--- config.mk ---
export PLATFORM = sky130hd
export DESIGN_NAME = imt_master_tx
export DESIGN_NICKNAME = d
export VERILOG_FILES = /design/src/shared/imt_pkg.sv /design/src/hdl/imt_sync.sv /design/src/hdl/imt_tick.sv /design/src/hdl/imt_master_tx.sv
export SDC_FILE = /design/constraint.sdc
export NUM_CORES = 1
export LEC_CHECK = 0
export ABC_AREA = 0
export BUFFER_PORTS_ARGS = -buffer_cell sky130_fd_sc_hd__buf_2
export CORE_ASPECT_RATIO = 1.2
export CORE_UTILIZATION = 50
export CTS_BUF_LIST = sky130_fd_sc_hd__clkbuf_8
export DETAILED_ROUTE_END_ITERATION = 10
export PLACE_DENSITY = 0.77
export SLEW_MARGIN = 20
export SYNTH_ARGS = -nofsm -noshare
export SYNTH_HDL_FRONTEND = slang
export SYNTH_HIERARCHICAL = 1
export SYNTH_SLANG_ARGS = --single-unit
--- constraint.sdc ---
create_clock -name clk_in -period 1.95 [get_ports clk_in]
set_input_delay 0.0975 -clock clk_in [delete_from_list [all_inputs] [get_ports clk_in]]
set_output_delay 0.0975 -clock clk_in [all_outputs]
set_load 0.01 [all_outputs]
--- src/shared/imt_pkg.sv ---
/*
 package for the two-wire master transmitter: register offsets, reset values,
 status codes, field layouts and bit timing.
 assumes a 100 MHz system clock and a software register port of 8-bit data.
*/
package imt_pkg;

	localparam logic [1:0] ADDR_CTRL = 2'h0;
	localparam logic [1:0] ADDR_STATUS = 2'h1;
	localparam logic [1:0] ADDR_DATA = 2'h2;
	localparam logic [1:0] ADDR_MODE = 2'h3;

	typedef struct packed {
		logic flag;
		logic ack_en;
		logic start;
		logic stop;
		logic wc;
		logic en;
		logic rsvd;
		logic irq_en;
	} imt_ctrl_t;

	typedef struct packed {
		logic scl;
		logic sda;
	} imt_pins_t;

	typedef enum logic [1:0] {
		MODE_MT,
		MODE_MR,
		MODE_ST,
		MODE_SR
	} imt_mode_t;

	localparam logic [7:0] CTRL_RESET = 8'h00;
	localparam logic [7:0] DATA_RESET = 8'hFF;
	localparam logic [1:0] PRESC_RESET = 2'h0;
	localparam imt_pins_t PINS_IDLE = 2'h3;
	localparam logic [7:0] STATUS_MASK = 8'hF8;

	localparam logic [7:0] CODE_IDLE = 8'hF8;
	localparam logic [7:0] CODE_START = 8'h08;
	localparam logic [7:0] CODE_REP_START = 8'h10;
	localparam logic [7:0] CODE_ADDR_ACK = 8'h18;
	localparam logic [7:0] CODE_ADDR_NACK = 8'h20;
	localparam logic [7:0] CODE_DATA_ACK = 8'h28;
	localparam logic [7:0] CODE_DATA_NACK = 8'h30;
	localparam logic [7:0] CODE_ARB_LOST = 8'h38;

	localparam logic [3:0] BYTE_BITS = 4'h8;

	localparam int CLK_PERIOD_NS = 10;
	localparam int BIT_TIME_NS = 10000;
	localparam logic [7:0] QTR_CYCLES = 8'(BIT_TIME_NS / (4 * CLK_PERIOD_NS));

endpackage

--- src/hdl/imt_sync.sv ---
/*
 two-stage synchroniser for the serial clock and data pins.
 assumes pin levels arrive from outside the clock domain.
*/
module imt_sync
	import imt_pkg::*;
(
	input wire logic clk_in,
	input wire logic resetn_in,
	input imt_pkg::imt_pins_t pins_in,
	output imt_pkg::imt_pins_t pins_out
);
	imt_pins_t meta_q;
	imt_pins_t sync_q;

	always_ff @(posedge clk_in) begin
		if (!resetn_in) begin
			meta_q <= PINS_IDLE;
			sync_q <= PINS_IDLE;
		end else begin
			meta_q <= pins_in;
			sync_q <= meta_q;
		end
	end

	assign pins_out = sync_q;

endmodule

--- src/hdl/imt_tick.sv ---
/*
 divider giving a one-cycle enable pulse every quarter bit period.
 assumes the system clock; counting holds at zero while disabled.
*/
module imt_tick
	import imt_pkg::*;
(
	input wire logic clk_in,
	input wire logic resetn_in,
	input wire logic en_in,
	output logic tick_out
);
	logic [7:0] cnt_q;
	wire last_w = (cnt_q == QTR_CYCLES - 8'h01);

	always_ff @(posedge clk_in) begin
		if (!resetn_in || !en_in || last_w) begin
			cnt_q <= 8'h00;
		end else begin
			cnt_q <= cnt_q + 8'h01;
		end
	end

	assign tick_out = en_in && last_w;

endmodule

--- src/hdl/imt_master_tx.sv ---
/*
 two-wire master transmitter: control, status and data registers, bus watch,
 start, address, data, repeated start and stop sequencing.
 assumes open-drain pins resolved outside, a software port with one-cycle
 strobes, and read data returned in the following cycle.
*/
// Implementation choices: the placing of the registers and the address-and-strobe port.
module imt_master_tx
	import imt_pkg::*;
(
	input wire logic clk_in,
	input wire logic resetn_in,
	input wire logic [1:0] reg_addr_in,
	input wire logic [7:0] reg_wdata_in,
	input wire logic reg_we_in,
	input wire logic reg_re_in,
	output logic [7:0] reg_rdata_out,
	input wire logic scl_in,
	output logic scl_out,
	output logic scl_oe_out,
	input wire logic sda_in,
	output logic sda_out,
	output logic sda_oe_out
);
	import imt_pkg::*;

	typedef enum logic [3:0] {
		ST_IDLE,
		ST_START,
		ST_START2,
		ST_HOLD,
		ST_LOW,
		ST_HIGH,
		ST_RS_LOW,
		ST_RS_HIGH,
		ST_STOP_LOW,
		ST_STOP_HIGH,
		ST_STOP_END
	} imt_state_t;

	imt_state_t state_q;
	imt_ctrl_t ctrl_q;
	imt_mode_t mode_q;
	imt_pins_t pins_s;
	logic [7:0] data_q;
	logic [7:0] shift_q;
	logic [7:0] code_q;
	logic [7:0] rdata_q;
	logic [1:0] presc_q;
	logic [3:0] bitcnt_q;
	logic ph_q;
	logic sda_low_q;
	logic scl_low_q;
	logic own_q;
	logic addr_phase_q;
	logic flag_set_q;
	logic stop_done_q;
	logic sda_prev_q;
	logic busy_q;
	logic tick_w;

	// pin synchronisation and bit-rate enable
	imt_sync u_sync (
		.clk_in(clk_in),
		.resetn_in(resetn_in),
		.pins_in({scl_in, sda_in}),
		.pins_out(pins_s)
	);

	imt_tick u_tick (
		.clk_in(clk_in),
		.resetn_in(resetn_in),
		.en_in(ctrl_q.en),
		.tick_out(tick_w)
	);

	// register decode
	wire ctrl_we_w = reg_we_in && (reg_addr_in == ADDR_CTRL);
	wire status_we_w = reg_we_in && (reg_addr_in == ADDR_STATUS);
	wire data_we_w = reg_we_in && (reg_addr_in == ADDR_DATA);
	wire flag_clr_w = ctrl_we_w && reg_wdata_in[7];
	wire data_ok_w = data_we_w && ctrl_q.flag;
	wire data_coll_w = data_we_w && !ctrl_q.flag;
	wire [7:0] status_rd_w = {code_q[7:3], 1'b0, presc_q};
	wire [7:0] ctrl_rd_w = {ctrl_q[7:2], 1'b0, ctrl_q.irq_en};
	wire [7:0] rd_mux_w = (reg_addr_in == ADDR_CTRL) ? ctrl_rd_w :
		(reg_addr_in == ADDR_STATUS) ? status_rd_w :
		(reg_addr_in == ADDR_DATA) ? data_q : {6'h00, mode_q};

	// bus watch: start and stop seen on the wires
	wire start_det_w = pins_s.scl && sda_prev_q && !pins_s.sda;
	wire stop_det_w = pins_s.scl && !sda_prev_q && pins_s.sda;
	wire free_w = !busy_q && pins_s.scl && pins_s.sda;
	wire tx_bit_w = shift_q[7];
	wire last_bit_w = (bitcnt_q == BYTE_BITS);
	wire hold_go_w = (state_q == ST_HOLD) && !ctrl_q.flag && !flag_set_q;

	always_ff @(posedge clk_in) begin
		if (!resetn_in) begin
			sda_prev_q <= 1'b1;
			busy_q <= 1'b0;
		end else begin
			sda_prev_q <= pins_s.sda;
			busy_q <= ctrl_q.en && (busy_q || start_det_w) && !stop_det_w;
		end
	end

	// control register: flag set wins over a clear in the same cycle
	always_ff @(posedge clk_in) begin
		if (!resetn_in) begin
			ctrl_q <= CTRL_RESET;
		end else begin
			if (ctrl_we_w) begin
				ctrl_q.ack_en <= reg_wdata_in[6];
				ctrl_q.start <= reg_wdata_in[5];
				ctrl_q.stop <= reg_wdata_in[4] && !stop_done_q;
				ctrl_q.en <= reg_wdata_in[2];
				ctrl_q.irq_en <= reg_wdata_in[0];
			end else if (stop_done_q) begin
				ctrl_q.stop <= 1'b0;
			end
			ctrl_q.flag <= flag_set_q || (ctrl_q.flag && !flag_clr_w);
			ctrl_q.wc <= data_coll_w || (ctrl_q.wc && !data_ok_w);
			ctrl_q.rsvd <= 1'b0;
		end
	end

	// data and prescaler registers, read port
	always_ff @(posedge clk_in) begin
		if (!resetn_in) begin
			data_q <= DATA_RESET;
			presc_q <= PRESC_RESET;
			rdata_q <= 8'h00;
		end else begin
			if (data_ok_w) begin
				data_q <= reg_wdata_in;
			end
			if (status_we_w) begin
				presc_q <= reg_wdata_in[1:0];
			end
			rdata_q <= reg_re_in ? rd_mux_w : 8'h00;
		end
	end

	// serial sequencer, advancing on quarter-bit ticks
	always_ff @(posedge clk_in) begin
		flag_set_q <= 1'b0;
		stop_done_q <= 1'b0;
		if (!resetn_in) begin
			state_q <= ST_IDLE;
			ph_q <= 1'b0;
			shift_q <= DATA_RESET;
			bitcnt_q <= 4'h0;
			sda_low_q <= 1'b0;
			scl_low_q <= 1'b0;
			own_q <= 1'b0;
			addr_phase_q <= 1'b0;
			mode_q <= MODE_MT;
			code_q <= CODE_IDLE;
		end else if (!ctrl_q.en) begin
			state_q <= ST_IDLE;
			ph_q <= 1'b0;
			sda_low_q <= 1'b0;
			scl_low_q <= 1'b0;
			own_q <= 1'b0;
		end else if (tick_w) begin
			unique case (state_q)
				ST_IDLE: begin
					if (ctrl_q.start && !ctrl_q.flag && free_w) begin
						sda_low_q <= 1'b1;
						state_q <= ST_START;
					end
				end
				ST_START: begin
					scl_low_q <= 1'b1;
					state_q <= ST_START2;
				end
				ST_START2: begin
					code_q <= own_q ? CODE_REP_START : CODE_START;
					own_q <= 1'b1;
					addr_phase_q <= 1'b1;
					flag_set_q <= 1'b1;
					state_q <= ST_HOLD;
				end
				ST_HOLD: begin
					if (hold_go_w) begin
						ph_q <= 1'b0;
						if (ctrl_q.stop) begin
							state_q <= ST_STOP_LOW;
						end else if (ctrl_q.start) begin
							state_q <= ST_RS_LOW;
						end else begin
							shift_q <= data_q;
							bitcnt_q <= 4'h0;
							state_q <= ST_LOW;
							if (addr_phase_q) begin
								mode_q <= data_q[0] ? MODE_MR : MODE_MT;
							end
						end
					end
				end
				ST_LOW: begin
					if (!ph_q) begin
						sda_low_q <= !last_bit_w && !tx_bit_w;
						ph_q <= 1'b1;
					end else begin
						scl_low_q <= 1'b0;
						ph_q <= 1'b0;
						state_q <= ST_HIGH;
					end
				end
				ST_HIGH: begin
					if (pins_s.scl && !ph_q) begin
						ph_q <= 1'b1;
					end else if (pins_s.scl) begin
						ph_q <= 1'b0;
						if (!last_bit_w && tx_bit_w && !pins_s.sda) begin
							sda_low_q <= 1'b0;
							own_q <= 1'b0;
							addr_phase_q <= 1'b0;
							code_q <= CODE_ARB_LOST;
							flag_set_q <= 1'b1;
							state_q <= ST_IDLE;
						end else if (!last_bit_w) begin
							scl_low_q <= 1'b1;
							shift_q <= {shift_q[6:0], 1'b0};
							bitcnt_q <= bitcnt_q + 4'h1;
							state_q <= ST_LOW;
						end else begin
							scl_low_q <= 1'b1;
							addr_phase_q <= 1'b0;
							flag_set_q <= 1'b1;
							state_q <= ST_HOLD;
							if (addr_phase_q) begin
								code_q <= pins_s.sda ? CODE_ADDR_NACK : CODE_ADDR_ACK;
							end else begin
								code_q <= pins_s.sda ? CODE_DATA_NACK : CODE_DATA_ACK;
							end
						end
					end
				end
				ST_RS_LOW: begin
					if (!ph_q) begin
						sda_low_q <= 1'b0;
						ph_q <= 1'b1;
					end else begin
						scl_low_q <= 1'b0;
						ph_q <= 1'b0;
						state_q <= ST_RS_HIGH;
					end
				end
				ST_RS_HIGH: begin
					if (pins_s.scl) begin
						sda_low_q <= 1'b1;
						state_q <= ST_START;
					end
				end
				ST_STOP_LOW: begin
					if (!ph_q) begin
						sda_low_q <= 1'b1;
						ph_q <= 1'b1;
					end else begin
						scl_low_q <= 1'b0;
						ph_q <= 1'b0;
						state_q <= ST_STOP_HIGH;
					end
				end
				ST_STOP_HIGH: begin
					if (pins_s.scl) begin
						sda_low_q <= 1'b0;
						state_q <= ST_STOP_END;
					end
				end
				ST_STOP_END: begin
					stop_done_q <= 1'b1;
					own_q <= 1'b0;
					state_q <= ST_IDLE;
				end
			endcase
		end
	end

	// open-drain pins: drive low only
	assign scl_out = 1'b0;
	assign sda_out = 1'b0;
	assign scl_oe_out = scl_low_q;
	assign sda_oe_out = sda_low_q;
	assign reg_rdata_out = rdata_q;
endmodule

==> summary by stage, run 1 <==
Place
The number of buffer cells added on primary ports is 25. OpenSTA, run right after detailed placement, puts the worst setup slack at -0.06625 ns. Routability-driven placement finished with a final weighted congestion of 0.9055.

The HPWL after detailed placement is 5.682 mm. The cell count after placement is 513. In this run the cell area measured after placement is 0.003672 sq mm.

Die
The number of placed I/O pins is 28. The die height is 90.28 um. The floorplan has 31 rows. From left edge to right edge, the die measures 75.56 um.

The core region is 0.006167 sq mm. The floorplan die area is 0.006821 sq mm. For this configuration, the core starts out at a cell density of 0.5265.

Worst hold path
The type of the tightest min-delay check is in2reg. Counting instances, the worst hold path has a depth of 2. The worst hold path begins at resetn_in.

For hold timing, the worst endpoint is code_q[5].

STA
Setup repair after global routing could not meet its margin everywhere. Headroom to the max-slew limit came out at 0.5712. The final count of hold timing violations was 0. The count of pins over their slew limit was 0. The smallest clock period supported by the final layout is computed as 2.007 ns. The post-route worst setup slack is -0.05738 ns.

The transition time of the tightest slew-check pin is 0.6404 ns. Setup violations remaining at the end of the flow were counted as 9. In the finished design, the share of the clock period the worst path needs comes to 1.029. Static timing analysis puts the maximum clock frequency at 498.2 MHz. For the final database, setup skew stands at 0.008466 ns.

Setup path
The startpoint of the lowest-slack register-to-register path is bitcnt_q[1]. For the worst setup path, the data required time is 2.21 ns. The end of the worst register-to-register path is shift_q[2].

The worst setup path is captured at a flop. STA classifies the critical path startpoint as a flop. The worst endpoint data arrival time is 2.26 ns.

The critical path is of the reg2reg type. The worst-path maximum fanout is 16. The worst register-to-register path has a setup slack of -0.06 ns.

Measured in cells, the most critical reg-to-reg path has a length of 7.

Global routing
Across every metal layer, demand over resource in global routing totals 0.2626. The initial antenna violation count is 0. The largest net degree at the start of global routing is 19.

The wire length of the first global-routing pass is 13.75 mm. The number of global-route vias before repair was 2979. The residual overflow from global routing is 0.

Yosys
The commonest cells after synthesis are 67 x sky130_fd_sc_hd__dfxtp_1, 54 x sky130_fd_sc_hd__nand2_1, 49 x sky130_fd_sc_hd__nor2_1. The proportion of synthesized chip area in sequential cells is 0.4131. Yosys attributes the largest share of cell area to sky130_fd_sc_hd__dfxtp_1 41%, sky130_fd_sc_hd__nand2_1 6.2%, sky130_fd_sc_hd__mux2i_1 5.9%, sky130_fd_sc_hd__nor2_1 5.7%, sky130_fd_sc_hd__a21oi_1 3.5%. The share of synthesized registers carrying an async set or reset is 0.

The cell with the most instances after synthesis is sky130_fd_sc_hd__dfxtp_1. The most used flip-flop cell after synthesis is sky130_fd_sc_hd__dfxtp_1. The count of yosys warnings during synthesis is 6. The post-synthesis cell type with the largest combined area is sky130_fd_sc_hd__dfxtp_1.

The area share of the largest cell type after synthesis is 0.4131. The mapped netlist covers 0.003247 sq mm. The synthesized design contains 0 enable-type register cells.

After synthesis, the mean cell area works out to 8.241 sq um. The count of mapped cells out of synthesis is 394. The post-synthesis cell type count is 58. The number of synthesized register bits is 67.

Drt
In the final routed layout, each cell accounts on average for 15.26 um. The total routed wire length on the met1 layer is 3.436 mm. The highest metal layer with signal wires is met4. After the first detailed-routing iteration, the DRC count stood at 169. The number of detailed-route iterations in the first pass is 5. The DRC violation count after routing is 0. The routed length on met2 is 4.178 mm. In this run the remaining antenna-violating nets after routing total 0. The total routed wirelength is 8.284 mm. Summing over every cut layer, the via total after detailed routing is 3164. In the routed layout, each cell is associated on average with a via count of 5.827.

In the detailed route, the total length drawn on met3 is 497 um.

Pwr
The total power is 0.002728 W. The areal power density over the cells is 663.1 mW/mm^2. The peak supply drop is 0.5203 mV. In this run the static leakage power is 1.692 nW.

Clock network
After clock tree synthesis, the clock-pin slew on the worst setup and hold paths is 0.08 ns. The total CTS buffers is 9. The count of clock tree sinks is 67. The buffer type at the clock tree root is sky130_fd_sc_hd__clkbuf_8. CTS built an H-tree with a depth of 3.

TritonCTS built the clock tree. Counting along the longest clock path gives a buffer depth of 2. The worst-skew pair later-pin latency is 0.36 ns.

Finish
The count of placed standard cells in the final layout, fillers left out is 543. The count of nets after finishing is 477. The area growth from synthesis to layout is 26.71%.

In the final layout, the share of cells above drive strength 1 is 0.2646. The final instance area is 0.004114 sq mm. The number of antenna diodes is 0.

Outcome
The run finished, with violations left. The checks that failed: negative setup slack.

Job
The max-capacitance violation count is 0.
-- metal layers --
metal  global-route usage  vias to the layer above
met4               0.1111                        0
met5                    0                        -
met1               0.3289                     1496
li1                     -                     1511
met3              0.08147                       19
met2               0.4092                      138
-- critical path, stage by stage, from the launching register on --
cell                       delay, ns
sky130_fd_sc_hd__dfxtp_2        0.34
sky130_fd_sc_hd__inv_2          0.05
sky130_fd_sc_hd__ha_4           0.15
sky130_fd_sc_hd__and3b_2        0.19
sky130_fd_sc_hd__or3_1          0.34
sky130_fd_sc_hd__a221o_1        0.38
sky130_fd_sc_hd__buf_6          0.18
sky130_fd_sc_hd__o311ai_2       0.29
-- through the flow --
step / hold slack, ns / util / setup TNS (ns)
final: 0.06966 / 0.6671 / -0.2920
after detailed placement: 0.2840 / 0.5955 / -0.3522
after floorplan: 0.1705 / - / -0.1405
after global routing: 0.07073 / 0.6671 / -0.9916
after global placement: 0.2827 / 0.5955 / -0.0004825
after CTS: 0.06186 / 0.6533 / -0.3275
-- layout make-up --
class	instances	area (sq um)
inverter	9	33.78
timing repair buffer	77	548.0
fill	474	2053
sequential	67	1349
tap	82	102.6
multi-input combinational	292	1879
clock inverter	6	63.81
clock buffer	10	137.6
-- cell usage in the layout, fill, tap and decap left out, types with 12 or more instances in the layout --
| cell type | n |
|---|---|
| sky130_fd_sc_hd__buf_2 | 25 |
| sky130_fd_sc_hd__nand2b_1 | 12 |
| sky130_fd_sc_hd__nand3_1 | 21 |
| sky130_fd_sc_hd__buf_4 | 40 |
| sky130_fd_sc_hd__nand2_1 | 52 |
| sky130_fd_sc_hd__dfxtp_1 | 61 |
| sky130_fd_sc_hd__mux2i_1 | 18 |
| sky130_fd_sc_hd__nor2_1 | 48 |
| sky130_fd_sc_hd__a21oi_1 | 23 |
-- kinds of logic (layout without fill, tap and decap cells) --
group | after synthesis | count (layout) | share of synthesized area
AOI/OAI and AO/OA | 76 | 76 | 0.1595
xor gates and xnor gates | 2 | 2 | 0.005396
adders and majority gates | 5 | 5 | 0.01927
buffers and inverters | 36 | 102 | 0.04663
DFF | 67 | 67 | 0.4131
muxes | 21 | 21 | 0.06898
other | 1 | 2 | 0.001155
and+or+nand+nor | 186 | 186 | 0.2859
-- what timing repair did --
action,in CTS,in global routing
buffers inserted,3,1
endpoints found under the hold margin,10,0
endpoints found under the setup margin,11,22
hold buffers,10,0
pin swaps,0,6
resized for setup,7,18
-- worst max-delay path by stage --
stage | start | to | slack [ns] | depth (start not counted)
3_3_place_gp | bitcnt_q[1] | bitcnt_q[3] | -0.0005 | 7
2_1_floorplan | bitcnt_q[0] | bitcnt_q[3] | -0.03 | 7
5_1_grt | bitcnt_q[1] | shift_q[2] | -0.13 | 7
4_1_cts | bitcnt_q[0] | shift_q[5] | -0.05 | 7
6_report | bitcnt_q[1] | shift_q[2] | -0.06 | 7
3_5_place_dp | bitcnt_q[1] | bitcnt_q[3] | -0.07 | 7
-- flip-flops by register name (all words and copies together) (netlist names), named ones only --
name             flops
ph_q                 1
code_q               4
busy_q               1
shift_q              8
u_sync/pins_out      2
state_q              4
sda_oe_out           1
u_tick/cnt_q         8
mode_q               1
scl_oe_out           1
sda_prev_q           1
addr_phase_q         1
bitcnt_q             4
flag_set_q           1
reg_rdata_out        8
ctrl_q               6
own_q                1
presc_q              2
u_sync/meta_q        2
data_q               8
stop_done_q          1
-- report_power, final --
group	switching, W	internal (W)
clock	0.000562	0.000625
combinational	0.0000839	0.0000650
sequential	0.00000808	0.00138
total	0.000654	0.00207
Power figures use the tool's default switching activity.
==> inputs of run 2 (changes only) <==
- ABC_AREA: 0 -> 1
==> summary by stage, run 2 <==
Outcome
The run finished with clean final reports.

Yosys
After synthesis, the largest family of logic cells by area is simple AND/OR/NAND/NOR gates. The fraction of synthesized cell area in xor and xnor cells is 0.008012. Counting flops with a built-in enable in the synthesized netlist gives 0. The simple logic cell fraction of the synthesized area is 0.3346. The compound-gate portion of the synthesized area came to 0.1290.

The share of the Yosys chip area taken by registers is 0.4090. The post-synthesis cell type with the largest combined area is sky130_fd_sc_hd__dfxtp_1. The synthesized netlist occupies a cell area of 0.003279 sq mm. A synthesized cell averages 6.846 sq um.

In the post-synthesis netlist, the biggest area contributors are sky130_fd_sc_hd__dfxtp_1 41%, sky130_fd_sc_hd__nand2_1 14%, sky130_fd_sc_hd__inv_1 7.1%, sky130_fd_sc_hd__nand3_1 6.9%, sky130_fd_sc_hd__nor2_1 6.1%. The most used flip-flop cell after synthesis is sky130_fd_sc_hd__dfxtp_1. The count of mapped cells out of synthesis is 479. After synthesis, the most frequently instantiated cells are 121 x sky130_fd_sc_hd__nand2_1, 67 x sky130_fd_sc_hd__dfxtp_1, 62 x sky130_fd_sc_hd__inv_1.

In the synthesized netlist the async set-or-reset flop fraction comes to 0. After synthesis, the netlist uses 33 different library cells. The portion of synthesized area spent on multiplexers is 0. In this run, synthesis produced a sequential element count of 67.

Of the total synthesized cell area, the portion taken by full adders, half adders and majority gates is 0.01908. For this run, the number of Yosys warnings is 6. The cell with the most instances after synthesis is sky130_fd_sc_hd__nand2_1.

Of the post-synthesis cell area, the dominant cell type holds 0.4090.

Drt
The detailed-route vias per instance is 5.212. The detail route stage leaves a number of antenna-violating nets equal to 0. After detailed routing, the average wire length per cell comes to 12.45 um. After the first detailed-routing iteration, the DRC count stood at 308. Across all layers, the routed design uses 3190 vias. The total routed wirelength is 7.618 mm. Before antenna repair, the detailed router went through 5 iterations. The DRC violation count after routing is 0.

Finish
Once layout is complete, the cells apart from fillers number 612. The repair_antennas step left the layout with diodes totalling 0. After the last flow step, the layout net total stands at 546. The growth of design area from synthesis to finish is 17.70%. Of the cells placed in the final design, the portion with a size suffix greater than 1 is 0.1623. Leaving out fill and tap cells, the most frequent cell in the layout is sky130_fd_sc_hd__nand2_1.

In the layout the commonest cells are 120 x sky130_fd_sc_hd__nand2_1, 65 x sky130_fd_sc_hd__dfxtp_1, 61 x sky130_fd_sc_hd__inv_1, 50 x sky130_fd_sc_hd__nor2_1, 44 x sky130_fd_sc_hd__nand3_1. The finished cells cover 0.003860 sq mm.

Clock network
The count of buffers added by post-CTS timing repair for setup is 0. After clock tree synthesis, the clock-pin slew on the worst setup and hold paths is 0.07 ns. The worst-case clock buffer depth is 2. TritonCTS built the clock tree.

The worst-skew pair later-pin latency is 0.36 ns. In this run the number of H-tree levels came out at 3. The count of clock tree sinks is 67. The cell sitting at the root of the clock tree is a sky130_fd_sc_hd__clkbuf_8. The total CTS buffers is 9.

STA
The post-route minimum period is 1.802 ns. The smallest hold slack is 0.008954 ns. Summed over all failing endpoints, the final setup total negative slack is 0 ns. Setup repair after global routing left no endpoint under its margin. Across the routed clock network, the largest skew measured is 0.01456 ns. The highest achievable clock rate is 554.8 MHz. The total setup violations reported at the end of the flow is 0. The final count of hold timing violations is 0. The post-route worst setup slack is 0.1476 ns. The share of the clock period used by the worst path after layout is 0.9243. The count of pins over their slew limit is 0.

Die
The die is 90.72 um tall. The floorplan die area is 0.006888 sq mm. The number of rows in the core area is 31.

In this run the horizontal extent of the chip is 75.93 um. 28 I/O pins were placed. The core region area is 0.006167 sq mm. The starting density of the core is 0.5318.

Setup path
Measured in cells, the most critical reg-to-reg path has a length of 13. Data arrives at the worst endpoint at 2.03 ns. The worst register-to-register path ends at bitcnt_q[3]. The critical path goes through inv_1 -> ha_1 -> nand2_1 -> nor2_1 -> nand2_2 -> nor2_2 -> nand2_1 -> inv_2 -> nand2_1 -> nor2_4 -> nand3_2 -> nand2_1 -> a21oi_2. The kind of start point of the critical path is a flop. The startpoint identified for the worst register-to-register timing path is u_tick/cnt_q[1]. The total buffers and inverters traversed by the critical path is 2. The gate family responsible for the most delay along the worst path is simple AND/OR/NAND/NOR gates. The critical path's most frequent cell is sky130_fd_sc_hd__nand2_1.

The register-to-register path setup slack is 0.15 ns. STA puts the critical path data required time at 2.18 ns. STA classifies the critical path endpoint as a flop. On the critical path, the stage with the largest delay is an instance of sky130_fd_sc_hd__dfxtp_2.

The largest single stage delay on the critical path is 0.34 ns. The worst-path maximum fanout is 6. The critical path in this run is classified as reg2reg.

Global routing
The initial antenna violation count is 0. For this run, the total global-route usage over all layers was measured as 0.2330. The first global-routing pass estimated 12.85 mm of wire. The number of global-route vias before repair is 2947.

Summed over all layers, the global routing overflow is 0. Entering global routing, the biggest net connects 22 pins.

Worst hold path
The number of cells on the worst hold path is 2. The startpoint identified for the worst hold timing path is resetn_in. The path class of the tightest hold or removal check is in2reg. The end of the worst hold path is u_sync/pins_out[0].

Place
The placed instance area is 0.003497 sq mm. The cell count after placement is 584. The number of buffer cells added on primary ports is 25. The setup slack after placement is 0.02150 ns. The congestion estimate from routability-driven global placement came to 0.8998. The placed wire-length estimate after detailed placement is 5.402 mm.

Pwr
The peak supply drop is 0.5550 mV. Summed over all cells, the static leakage comes to 1.762 nW. For this design the ratio of total power to cell area is 716.5 mW/mm^2.

Job
The max-capacitance violation count is 0.
==> run 2: metal layers <==
| metal | routed length [um] | track usage |
|---|---|---|
| met3 | 410 | 0.06061 |
| met2 | 3717 | 0.4030 |
| met4 | 173 | 0.1010 |
| met5 | 0 | 0 |
| met1 | 3317 | 0.2698 |
==> run 2: report_power, final <==
part	switching, W	internal (W)	total, W
clock	0.000594	0.000636	0.00123
combinational	0.0000827	0.0000553	0.000138
sequential	0.0000103	0.00139	0.00140
==> run 2: how the worst max path moves through the flow <==
stage,startpoint,end,cells after the start
final,u_tick/cnt_q[1],bitcnt_q[3],13
after global routing,u_tick/cnt_q[1],bitcnt_q[2],14
after CTS,u_tick/cnt_q[0],bitcnt_q[3],12
after detailed placement,u_tick/cnt_q[0],bitcnt_q[3],12
after global placement,u_tick/cnt_q[0],bitcnt_q[1],12
after floorplan,u_tick/cnt_q[0],shift_q[0],13
==> run 2: kinds of logic (layout without fill, tap and decap cells) <==
family,Yosys count,in the layout
AOI/OAI and AO/OA,77,77
xor gates and xnor gates,3,3
adders and majority gates,5,5
buffers and inverters,77,126
DFF,67,67
other,1,2
and+or+nand+nor,249,250
==> run 2: metrics by stage <==
stage | total power (W) | utilization
after floorplan | 0.001503 | -
after global placement | 0.001547 | 0.5671
after detailed placement | 0.001551 | 0.5671
after CTS | 0.002772 | 0.6172
after global routing | 0.002854 | 0.6259
final | 0.002766 | 0.6259
==> run 2: cell type report <==
class,instances,area (sq um)
Clock buffer,10,137.6
Clock inverter,6,71.32
Fill cell,569,2307
Inverter,65,244.0
Multi-Input combinational cell,337,1659
Sequential cell,67,1344
Tap cell,82,102.6
Timing Repair Buffer,45,301.5
==> run 2: worst reg2reg max path, cell delays in order (launching register included) <==
cell and delay, ns:
sky130_fd_sc_hd__dfxtp_2 0.34, sky130_fd_sc_hd__inv_1 0.06, sky130_fd_sc_hd__ha_1 0.13, sky130_fd_sc_hd__nand2_1 0.05, sky130_fd_sc_hd__nor2_1 0.10, sky130_fd_sc_hd__nand2_2 0.09, sky130_fd_sc_hd__nor2_2 0.10, sky130_fd_sc_hd__nand2_1 0.10
sky130_fd_sc_hd__inv_2 0.10, sky130_fd_sc_hd__nand2_1 0.09, sky130_fd_sc_hd__nor2_4 0.18, sky130_fd_sc_hd__nand3_2 0.17, sky130_fd_sc_hd__nand2_1 0.12, sky130_fd_sc_hd__a21oi_2 0.05
==> run 2: what timing repair did <==
item / in CTS / in global routing
endpoints found under the hold margin: 11 / 0
hold buffers: 10 / 0
gates resized for setup: 0 / 12
endpoints found under the setup margin: 0 / 13
